$ cat config.mk
export PLATFORM = sky130hd
export DESIGN_NAME = bis_top
export DESIGN_NICKNAME = d
export VERILOG_FILES = /design/src/logic/bis_pkg.sv /design/src/logic/bis_prio_if.sv /design/src/logic/bis_prio_resolve.sv /design/src/logic/bis_top.sv
export SDC_FILE = /design/constraint.sdc
export NUM_CORES = 1
export LEC_CHECK = 0
export CAP_MARGIN = 20
export CORE_AREA = 2 2 146 148
export DETAILED_ROUTE_END_ITERATION = 8
export DIE_AREA = 0 0 148 150
export DONT_BUFFER_PORTS = 1
export PLACE_DENSITY_LB_ADDON = 0.15
export SLEW_MARGIN = 30
export SYNTH_ARGS = -nofsm -noshare
export SYNTH_HDL_FRONTEND = slang
export SYNTH_HIERARCHICAL = 1
export SYNTH_SLANG_ARGS = --single-unit
$ cat constraint.sdc
create_clock -name clk -period 6.1 [get_ports clk]
set_input_delay 0.305 -clock clk [delete_from_list [all_inputs] [get_ports clk]]
set_output_delay 0.305 -clock clk [all_outputs]
set_load 0.05 [all_outputs]
$ cat src/logic/bis_pkg.sv
// board interrupt subsystem: shared constants and types
// assumes a single 100 MHz clock domain and no software-reached registers
package bis_pkg;
	localparam int BIS_NUM_LVL = 8;
	localparam int BIS_LVL_W = 3;
	localparam int BIS_NUM_SRC = 16;
	localparam int BIS_SRC_FAILSAFE = 16;
	localparam int BIS_SRC_POWER = 17;
	localparam int BIS_NUM_CAND = 18;
	localparam int BIS_SEL_W = 5;
	localparam int BIS_VEC_BYTES_SHIFT = 2; // ip word then cs word per vector
	localparam logic [7:0] BIS_VEC_BASE = 8'h20; // type of level 0
	localparam logic [7:0] BIS_ISR_RST = 8'h00;
	localparam int BIS_CLK_HZ = 100000000;
	localparam int BIS_FAILSAFE_MS = 6;
	localparam int BIS_FAILSAFE_CYC = BIS_FAILSAFE_MS * (BIS_CLK_HZ / 1000);
	localparam int BIS_FS_CNT_W = 20;
	typedef logic [BIS_LVL_W-1:0] bis_lvl_t;
endpackage

$ cat src/logic/bis_prio_if.sv
// carrier between the controller and its priority resolver
// assumes both ends sit on the same clock
`timescale 1ns/1ps
interface bis_prio_if;
	import bis_pkg::*;
	logic [BIS_NUM_LVL-1:0] req;
	logic [BIS_NUM_LVL-1:0] mask;
	logic [BIS_NUM_LVL-1:0] isr;
	logic grant_valid;
	bis_lvl_t grant_lvl;
	logic isr_any;
	bis_lvl_t isr_lvl;
	logic outranks;
	modport ctrl (output req, output mask, output isr, input grant_valid, input grant_lvl,
		input isr_any, input isr_lvl, input outranks);
	modport resolver (input req, input mask, input isr, output grant_valid, output grant_lvl,
		output isr_any, output isr_lvl, output outranks);
endinterface

$ cat src/logic/bis_prio_resolve.sv
// priority resolver: picks the best unmasked request and the best level in service
// assumes level 0 is the highest priority; purely combinational
`timescale 1ns/1ps
module bis_prio_resolve (
	bis_prio_if.resolver p
);
	import bis_pkg::*;
	logic [BIS_NUM_LVL-1:0] pend;

	// masked levels never reach the comparison
	assign pend = p.req & ~p.mask;

	// scan from lowest priority upward so the highest one wins
	always_comb begin
		p.grant_valid = 1'b0;
		p.grant_lvl = '0;
		p.isr_any = 1'b0;
		p.isr_lvl = '0;
		for (int i = BIS_NUM_LVL - 1; i >= 0; i--) begin
			if (pend[i]) begin
				p.grant_valid = 1'b1;
				p.grant_lvl = bis_lvl_t'(i);
			end
			if (p.isr[i]) begin
				p.isr_any = 1'b1;
				p.isr_lvl = bis_lvl_t'(i);
			end
		end
	end

	// equal or lower requests wait for end of service
	assign p.outranks = p.grant_valid && (!p.isr_any || p.grant_lvl < p.isr_lvl);
endmodule

$ cat src/logic/bis_top.sv
// board interrupt subsystem: request routing, failsafe timer, power-fail nmi,
// eight-level vectored priority controller with cascade hand-off.
// assumes every input comes from pins outside the clock domain; all are resynchronised.
// Function
// - nine levels, nmi wired straight, never maskable
// - controller vectors the eight lower levels
// - interrupt only when request outranks in-service
// - one mask byte blocks any level set
// - each level yields its own vector address
// - cascaded slaves supply vectors, up to 65
// - sixteen sources routed to inputs by jumper
// - two parallel interface requests, jumper routed
// - serial receive-ready and transmit-ready requests
// - each timer gives one jumper-routed request
// - two external lines routed by jumper
// - failsafe interrupt when bus access exceeds 6ms
// - power-fail request qualified by low-line warning
`timescale 1ns/1ps
module bis_top #(
	parameter int FAILSAFE_CYCLES = bis_pkg::BIS_FAILSAFE_CYC
) (
	input wire logic clk,
	input wire logic rst_n,
	// on-board request sources
	input wire logic [1:0] ppi_req,
	input wire logic uart_rx_ready,
	input wire logic uart_tx_ready,
	input wire logic [1:0] timer_req,
	input wire logic [7:0] bus_irq,
	input wire logic [1:0] ext_irq,
	// power fail
	input wire logic power_fail_req,
	input wire logic supply_line_low_warning,
	input wire logic nmi_power_jumper,
	// system bus access watch
	input wire logic bus_cycle_start,
	input wire logic bus_xack,
	// jumper routing, five bits per controller input
	input wire logic [bis_pkg::BIS_NUM_LVL*bis_pkg::BIS_SEL_W-1:0] route_sel,
	// processor side controls
	input wire logic [7:0] mask_byte,
	input wire logic inta,
	input wire logic eoi,
	input wire logic [7:0] cascade_en,
	input wire logic [7:0] slave_type,
	// processor side results
	output logic nmi,
	output logic intr,
	output logic [7:0] vector_type,
	output logic [9:0] vector_addr,
	output logic [2:0] cascade_level,
	output logic cascade_ack,
	output logic [7:0] in_service,
	output logic failsafe_flag
);
	import bis_pkg::*;
	localparam int PIN_W = 87;
	localparam int FS_LAST = FAILSAFE_CYCLES - 1;

	logic [PIN_W-1:0] pin_raw, sync_a_r, sync_b_r;
	logic [1:0] s_ppi, s_timer, s_ext;
	logic s_rx, s_tx, s_pf, s_low, s_jmp, s_start, s_xack, s_inta, s_eoi;
	logic [7:0] s_bus, s_mask, s_casc, s_slave;
	logic [BIS_NUM_LVL*BIS_SEL_W-1:0] s_route;
	logic inta_d_r, eoi_d_r, start_d_r;
	logic inta_p, eoi_p, start_p;
	logic [31:0] cand;
	logic [BIS_NUM_LVL-1:0] irr;
	logic [BIS_NUM_LVL-1:0] isr_r, isr_nxt;
	logic fs_busy_r, fs_flag_r;
	logic [BIS_FS_CNT_W-1:0] fs_cnt_r;
	logic [7:0] type_nxt;
	logic power_ok;
	bis_prio_if prio ();

	// every pin crosses two flops; stage a feeds only stage b
	assign pin_raw = {ppi_req, uart_rx_ready, uart_tx_ready, timer_req, bus_irq, ext_irq,
		power_fail_req, supply_line_low_warning, nmi_power_jumper, bus_cycle_start, bus_xack,
		route_sel, mask_byte, inta, eoi, cascade_en, slave_type};
	always_ff @(posedge clk or negedge rst_n) begin
		if (!rst_n) begin
			sync_a_r <= '0;
			sync_b_r <= '0;
		end else begin
			sync_a_r <= pin_raw;
			sync_b_r <= sync_a_r;
		end
	end
	assign {s_ppi, s_rx, s_tx, s_timer, s_bus, s_ext, s_pf, s_low, s_jmp, s_start, s_xack,
		s_route, s_mask, s_inta, s_eoi, s_casc, s_slave} = sync_b_r;

	// strobes from the processor are taken on their rising edge
	always_ff @(posedge clk or negedge rst_n) begin
		if (!rst_n) begin
			inta_d_r <= 1'b0;
			eoi_d_r <= 1'b0;
			start_d_r <= 1'b0;
		end else begin
			inta_d_r <= s_inta;
			eoi_d_r <= s_eoi;
			start_d_r <= s_start;
		end
	end
	assign inta_p = s_inta & ~inta_d_r;
	assign eoi_p = s_eoi & ~eoi_d_r;
	assign start_p = s_start & ~start_d_r;

	// low-line warning qualifies the power-fail request
	assign power_ok = s_pf & s_low;

	// nmi bypasses the mask and the controller entirely
	always_ff @(posedge clk or negedge rst_n) begin
		if (!rst_n) begin
			nmi <= 1'b0;
		end else begin
			nmi <= power_ok & s_jmp;
		end
	end

	// failsafe: counts from access start until the slave acknowledges
	always_ff @(posedge clk or negedge rst_n) begin
		if (!rst_n) begin
			fs_busy_r <= 1'b0;
			fs_cnt_r <= '0;
		end else if (start_p) begin
			fs_busy_r <= 1'b1;
			fs_cnt_r <= '0;
		end else if (s_xack || (fs_busy_r && fs_cnt_r == BIS_FS_CNT_W'(FS_LAST))) begin
			fs_busy_r <= 1'b0;
		end else if (fs_busy_r) begin
			fs_cnt_r <= fs_cnt_r + 1'b1;
		end
	end

	// timeout flag holds until the next access; that clear wins over a timeout in the same cycle
	always_ff @(posedge clk or negedge rst_n) begin
		if (!rst_n) begin
			fs_flag_r <= 1'b0;
		end else if (fs_busy_r && !s_xack && !start_p && fs_cnt_r == BIS_FS_CNT_W'(FS_LAST)) begin
			fs_flag_r <= 1'b1;
		end else if (start_p) begin
			fs_flag_r <= 1'b0;
		end
	end
	assign failsafe_flag = fs_flag_r;

	// candidate sources: 0-1 parallel, 2 rx, 3 tx, 4-5 timers, 6-13 bus, 14-15 external
	assign cand = {14'h0, power_ok, fs_flag_r, s_ext, s_bus, s_timer, s_tx, s_rx, s_ppi};

	// each controller input picks one candidate; unused codes read as idle
	generate
		for (genvar g = 0; g < BIS_NUM_LVL; g++) begin : g_route
			assign irr[g] = cand[s_route[g*BIS_SEL_W +: BIS_SEL_W]];
		end
	endgenerate

	assign prio.req = irr;
	assign prio.mask = s_mask;
	assign prio.isr = isr_r;
	bis_prio_resolve u_resolve (
		.p(prio.resolver)
	);

	// request line follows the comparison; level requests keep it high until taken
	always_ff @(posedge clk or negedge rst_n) begin
		if (!rst_n) begin
			intr <= 1'b0;
		end else begin
			intr <= prio.outranks;
		end
	end

	// in-service: end of service clears the top bit, acknowledge sets the granted one
	always_comb begin
		isr_nxt = isr_r;
		if (eoi_p && prio.isr_any) begin
			isr_nxt[prio.isr_lvl] = 1'b0;
		end
		if (inta_p && intr && prio.outranks) begin
			isr_nxt[prio.grant_lvl] = 1'b1; // set wins if both land together
		end
	end
	always_ff @(posedge clk or negedge rst_n) begin
		if (!rst_n) begin
			isr_r <= BIS_ISR_RST;
		end else begin
			isr_r <= isr_nxt;
		end
	end
	assign in_service = isr_r;

	// a cascaded level takes its vector type from the slave on the bus
	always_comb begin
		if (s_casc[prio.grant_lvl]) begin
			type_nxt = s_slave;
		end else begin
			type_nxt = BIS_VEC_BASE + 8'(prio.grant_lvl);
		end
	end

	// vector is captured at acknowledge and held until the next one
	always_ff @(posedge clk or negedge rst_n) begin
		if (!rst_n) begin
			vector_type <= 8'h00;
			vector_addr <= 10'h000;
			cascade_level <= 3'h0;
			cascade_ack <= 1'b0;
		end else begin
			cascade_ack <= 1'b0;
			if (inta_p && intr && prio.outranks) begin
				vector_type <= type_nxt;
				vector_addr <= {type_nxt, 2'b00};
				cascade_level <= prio.grant_lvl;
				cascade_ack <= s_casc[prio.grant_lvl];
			end
		end
	end
endmodule

==> key figures <==
Status
  • Status: finished, final reports clean

Worst setup path
  • Kind of critical path: reg -> reg
  • End of the worst register-to-register path: vector_type[4]
  • Origin of the critical flop-to-flop path: failsafe_flag
  • Count of buffering cells on the critical path with inverters included: 1
  • Startpoint type of the worst setup path: register
  • R2r worst-path depth: 14
  • Required time worst endpoint: 6.44 ns
  • Reg-to-reg setup timing slack: 1.34 ns
  • Crit-path leading delay family: simple AND/OR/NAND/NOR gates
  • CP startpoint: failsafe_flag
  • CP Cell Sequence: mux2i_1, or4_1, a221oi_1, inv_1, o21ai_0, nor2_1, nor2_1, ha_1, a21oi_1, o2111ai_1, a22oi_2, nand4b_1, nand2_1, o21ai_0
  • Delay of the slowest cell on the worst path: 0.92 ns
  • Worst path slowest cell: sky130_fd_sc_hd__dfrtp_1
  • Crit. End Element: register
  • Arrival time worst endpoint: 5.10 ns
  • Highest fanout seen on the critical path: 15

STA
  • Post-route setup TNS: 0 ns
  • Worst max-slew margin expressed relative to the limit: 36.9%
  • Portion of the clock cycle consumed by the worst path in the final layout: 78.0%
  • Setup repair after global routing missed its margin: false
  • Count of final hold-check violations: 0
  • Final min period: 4.76 ns
  • Final Setup Violations: 0
  • Final max-slew violation count: 0
  • Maximum clock frequency: 210 MHz
  • Worst setup skew after layout: 0.0146 ns
  • Pin slew with the least headroom to its limit: 0.946 ns
  • Worst hold slack after final layout: 0.339 ns

Clocking
  • Number of clock buffers inserted by TritonCTS: 24
  • Number of sinks handled by clock tree synthesis: 221
  • Clk Tree Root Cell: sky130_fd_sc_hd__clkbuf_16
  • Clock transition at the registers of the reported paths: 0.06 ns
  • TritonCTS clock tree: built
  • Buffer count from post-CTS setup fixing: 0
  • H-tree levels: 1
  • Clock latency on the worst-skew pair: 0.51 ns
  • Post-CTS Resized: 0
  • Number of buffers between clock root and the deepest sink: 3
  • CTS Hold Buffers Added: 89

Floorplan
  • Core region area: 20,700 um^2
  • Starting density of the core: 39.3%
  • Row cnt: 53
  • IO Pins: 122
  • Total Die Area: 22,200 um^2
  • Die outline width: 148 um
  • Vert. Die Dim: 150 um

Final layout
  • Proportion of layout cells with a drive suffix above 1: 13.4%
  • Number of nets in the final layout: 732
  • Post-synthesis to final-layout area growth: 23.8%

Logic synthesis
  • Per-instance average area after synthesis: 14.9 um^2
  • Gate Count Post-Synth: 547
  • Total of warnings raised by yosys: 6
  • Total standard cell area after synthesis: 8130 um^2

Power and ir drop
  • Internal power component: 2.63 mW
  • IR Drop Worst-Case VDD: 247 uV
  • Power, Total: 3.82 mW
  • Clock power share: 36.5%
  • Comb power frac: 10.8%
  • Leakage component of the power: 4.25 nW
  • Power dissipated by switching net loads: 1.19 mW
  • Relative contribution of sequential cells to total power: 52.6%
  • Switching part of the total power: 31.1%
  • Power per cell area: 380 nW/um^2

Drt
  • Drc violations: 0
  • Detailed Route WL: 16.7 mm
  • Wire length per cell: 18.0 um
  • Vias after detailed routing: 4,812
  • Count of TritonRoute iterations in the first routing pass: 4
  • Post-detailed-route via-to-cell ratio: 5.17
  • Number of violations reported at the end of detailed-routing iteration 0: 277
  • Post-DRT Antenna Nets: 0

Global route
  • Via count of the first global-routing pass: 5,170
  • GRT Resource Usage Total: 15.5%
  • Final global-route overflow total: 0
  • Pin count of the biggest net entering global routing: 222
  • Number of antenna violations at the first check in global routing: 1
  • Wire length of the first global-routing pass: 27.2 mm

Hold path
  • Hold Crit Start: sync_a_r[39]
  • Worst hold path stage count: 0
  • Path type of the worst min-delay path: reg -> reg
  • WHS Endpoint: sync_b_r[39]

Job
  • Maxcap violations: 0

Place
  • Routability cong.: 0.797
  • IO Port Bufs: 0
  • Post-detailed-placement half-perimeter wirelength: 10.8 mm
-- stage by stage --
stage / setup WS, ns / cell area [um^2] / util [%] / std cells
global route: 0.790 / 10100 / 48.6 / 931
finish: 1.34 / 10100 / 48.6 / 931
CTS: 1.29 / 10000 / 48.5 / 929
global placement: 1.51 / 8350 / 40.4 / 799
detailed placement: 1.34 / 8350 / 40.4 / 799
floorplan: 1.71 / 8130 / - / 548
-- how the worst max path moves through the flow --
stage                           endpoint  slack (ns)  cells after the start
after floorplan            in_service[1]        1.71                     17
after global placement    vector_type[6]        1.51                     15
after detailed placement  vector_type[4]        1.34                     15
after CTS                 vector_type[4]        1.29                     15
after global routing      vector_type[4]        0.79                     15
final                     vector_type[4]        1.34                     14
-- worst register-to-register path, delay by kind of cell (launching register included) --
family	cells	cell delay, ns
muxes	1	0.14
DFF	1	0.92
AOI/OAI and AO/OA	6	1.42
buffers and inverters	1	0.07
and+or+nand+nor	5	1.69
adders and majority gates	1	0.35
-- sequential cells by signal, indices dropped and copies added (netlist names) --
| name | count |
|---|---|
| vector_type | 8 |
| inta_d_r | 1 |
| eoi_d_r | 1 |
| failsafe_flag | 1 |
| fs_busy_r | 1 |
| fs_cnt_r | 20 |
| intr | 1 |
| sync_a_r | 87 |
| cascade_level | 3 |
| sync_b_r | 87 |
| in_service | 8 |
| start_d_r | 1 |
| nmi | 1 |
| cascade_ack | 1 |
-- cell type report --
type / instances / area (um^2)
repair buffers: 93 / 958
inverters: 7 / 27.5
clock buffers: 33 / 676
well taps: 275 / 344
fillers: 1814 / 10600
multi-input cells: 293 / 2430
diodes: 1 / 2.50
clock inverters: 8 / 96.3
flip-flops and latches: 221 / 5530
-- per-layer routing --
metal | vias up | part of all wire (%) | track usage (%) | routed length [um]
met5 | - | 0 | 0 | 0
met4 | 0 | 2.5 | 4.33 | 414
met3 | 34 | 6.3 | 3.41 | 1060
met2 | 145 | 49 | 25.9 | 8150
met1 | 2461 | 42 | 20.5 | 7090
li1 | 2172 | - | - | -
-- cells in the final DEF (no fill, tap or decap), types with 13 or more instances in the layout --
| cell type | n |
|---|---|
| sky130_fd_sc_hd__a21oi_1 | 14 |
| sky130_fd_sc_hd__clkbuf_16 | 25 |
| sky130_fd_sc_hd__dfrtp_1 | 221 |
| sky130_fd_sc_hd__dlygate4sd3_1 | 88 |
| sky130_fd_sc_hd__mux2i_1 | 23 |
| sky130_fd_sc_hd__mux4_2 | 32 |
| sky130_fd_sc_hd__nand2_1 | 43 |
| sky130_fd_sc_hd__nand2b_1 | 13 |
| sky130_fd_sc_hd__nor2_1 | 22 |
| sky130_fd_sc_hd__nor2b_1 | 13 |
| sky130_fd_sc_hd__o21ai_0 | 25 |
| sky130_fd_sc_hd__or4_1 | 13 |
-- power by group through the flow --
stage | combinational (mW) | sequential, mW | clock, mW
2_1_floorplan | 0.409 | 1.90 | 0
3_3_place_gp | 0.327 | 2.04 | 0
5_1_grt | 0.471 | 2.03 | 1.51
3_5_place_dp | 0.337 | 2.04 | 0
4_1_cts | 0.416 | 2.01 | 1.45
6_report | 0.415 | 2.01 | 1.39
No activity file was read; power rests on OpenSTA's default activity.
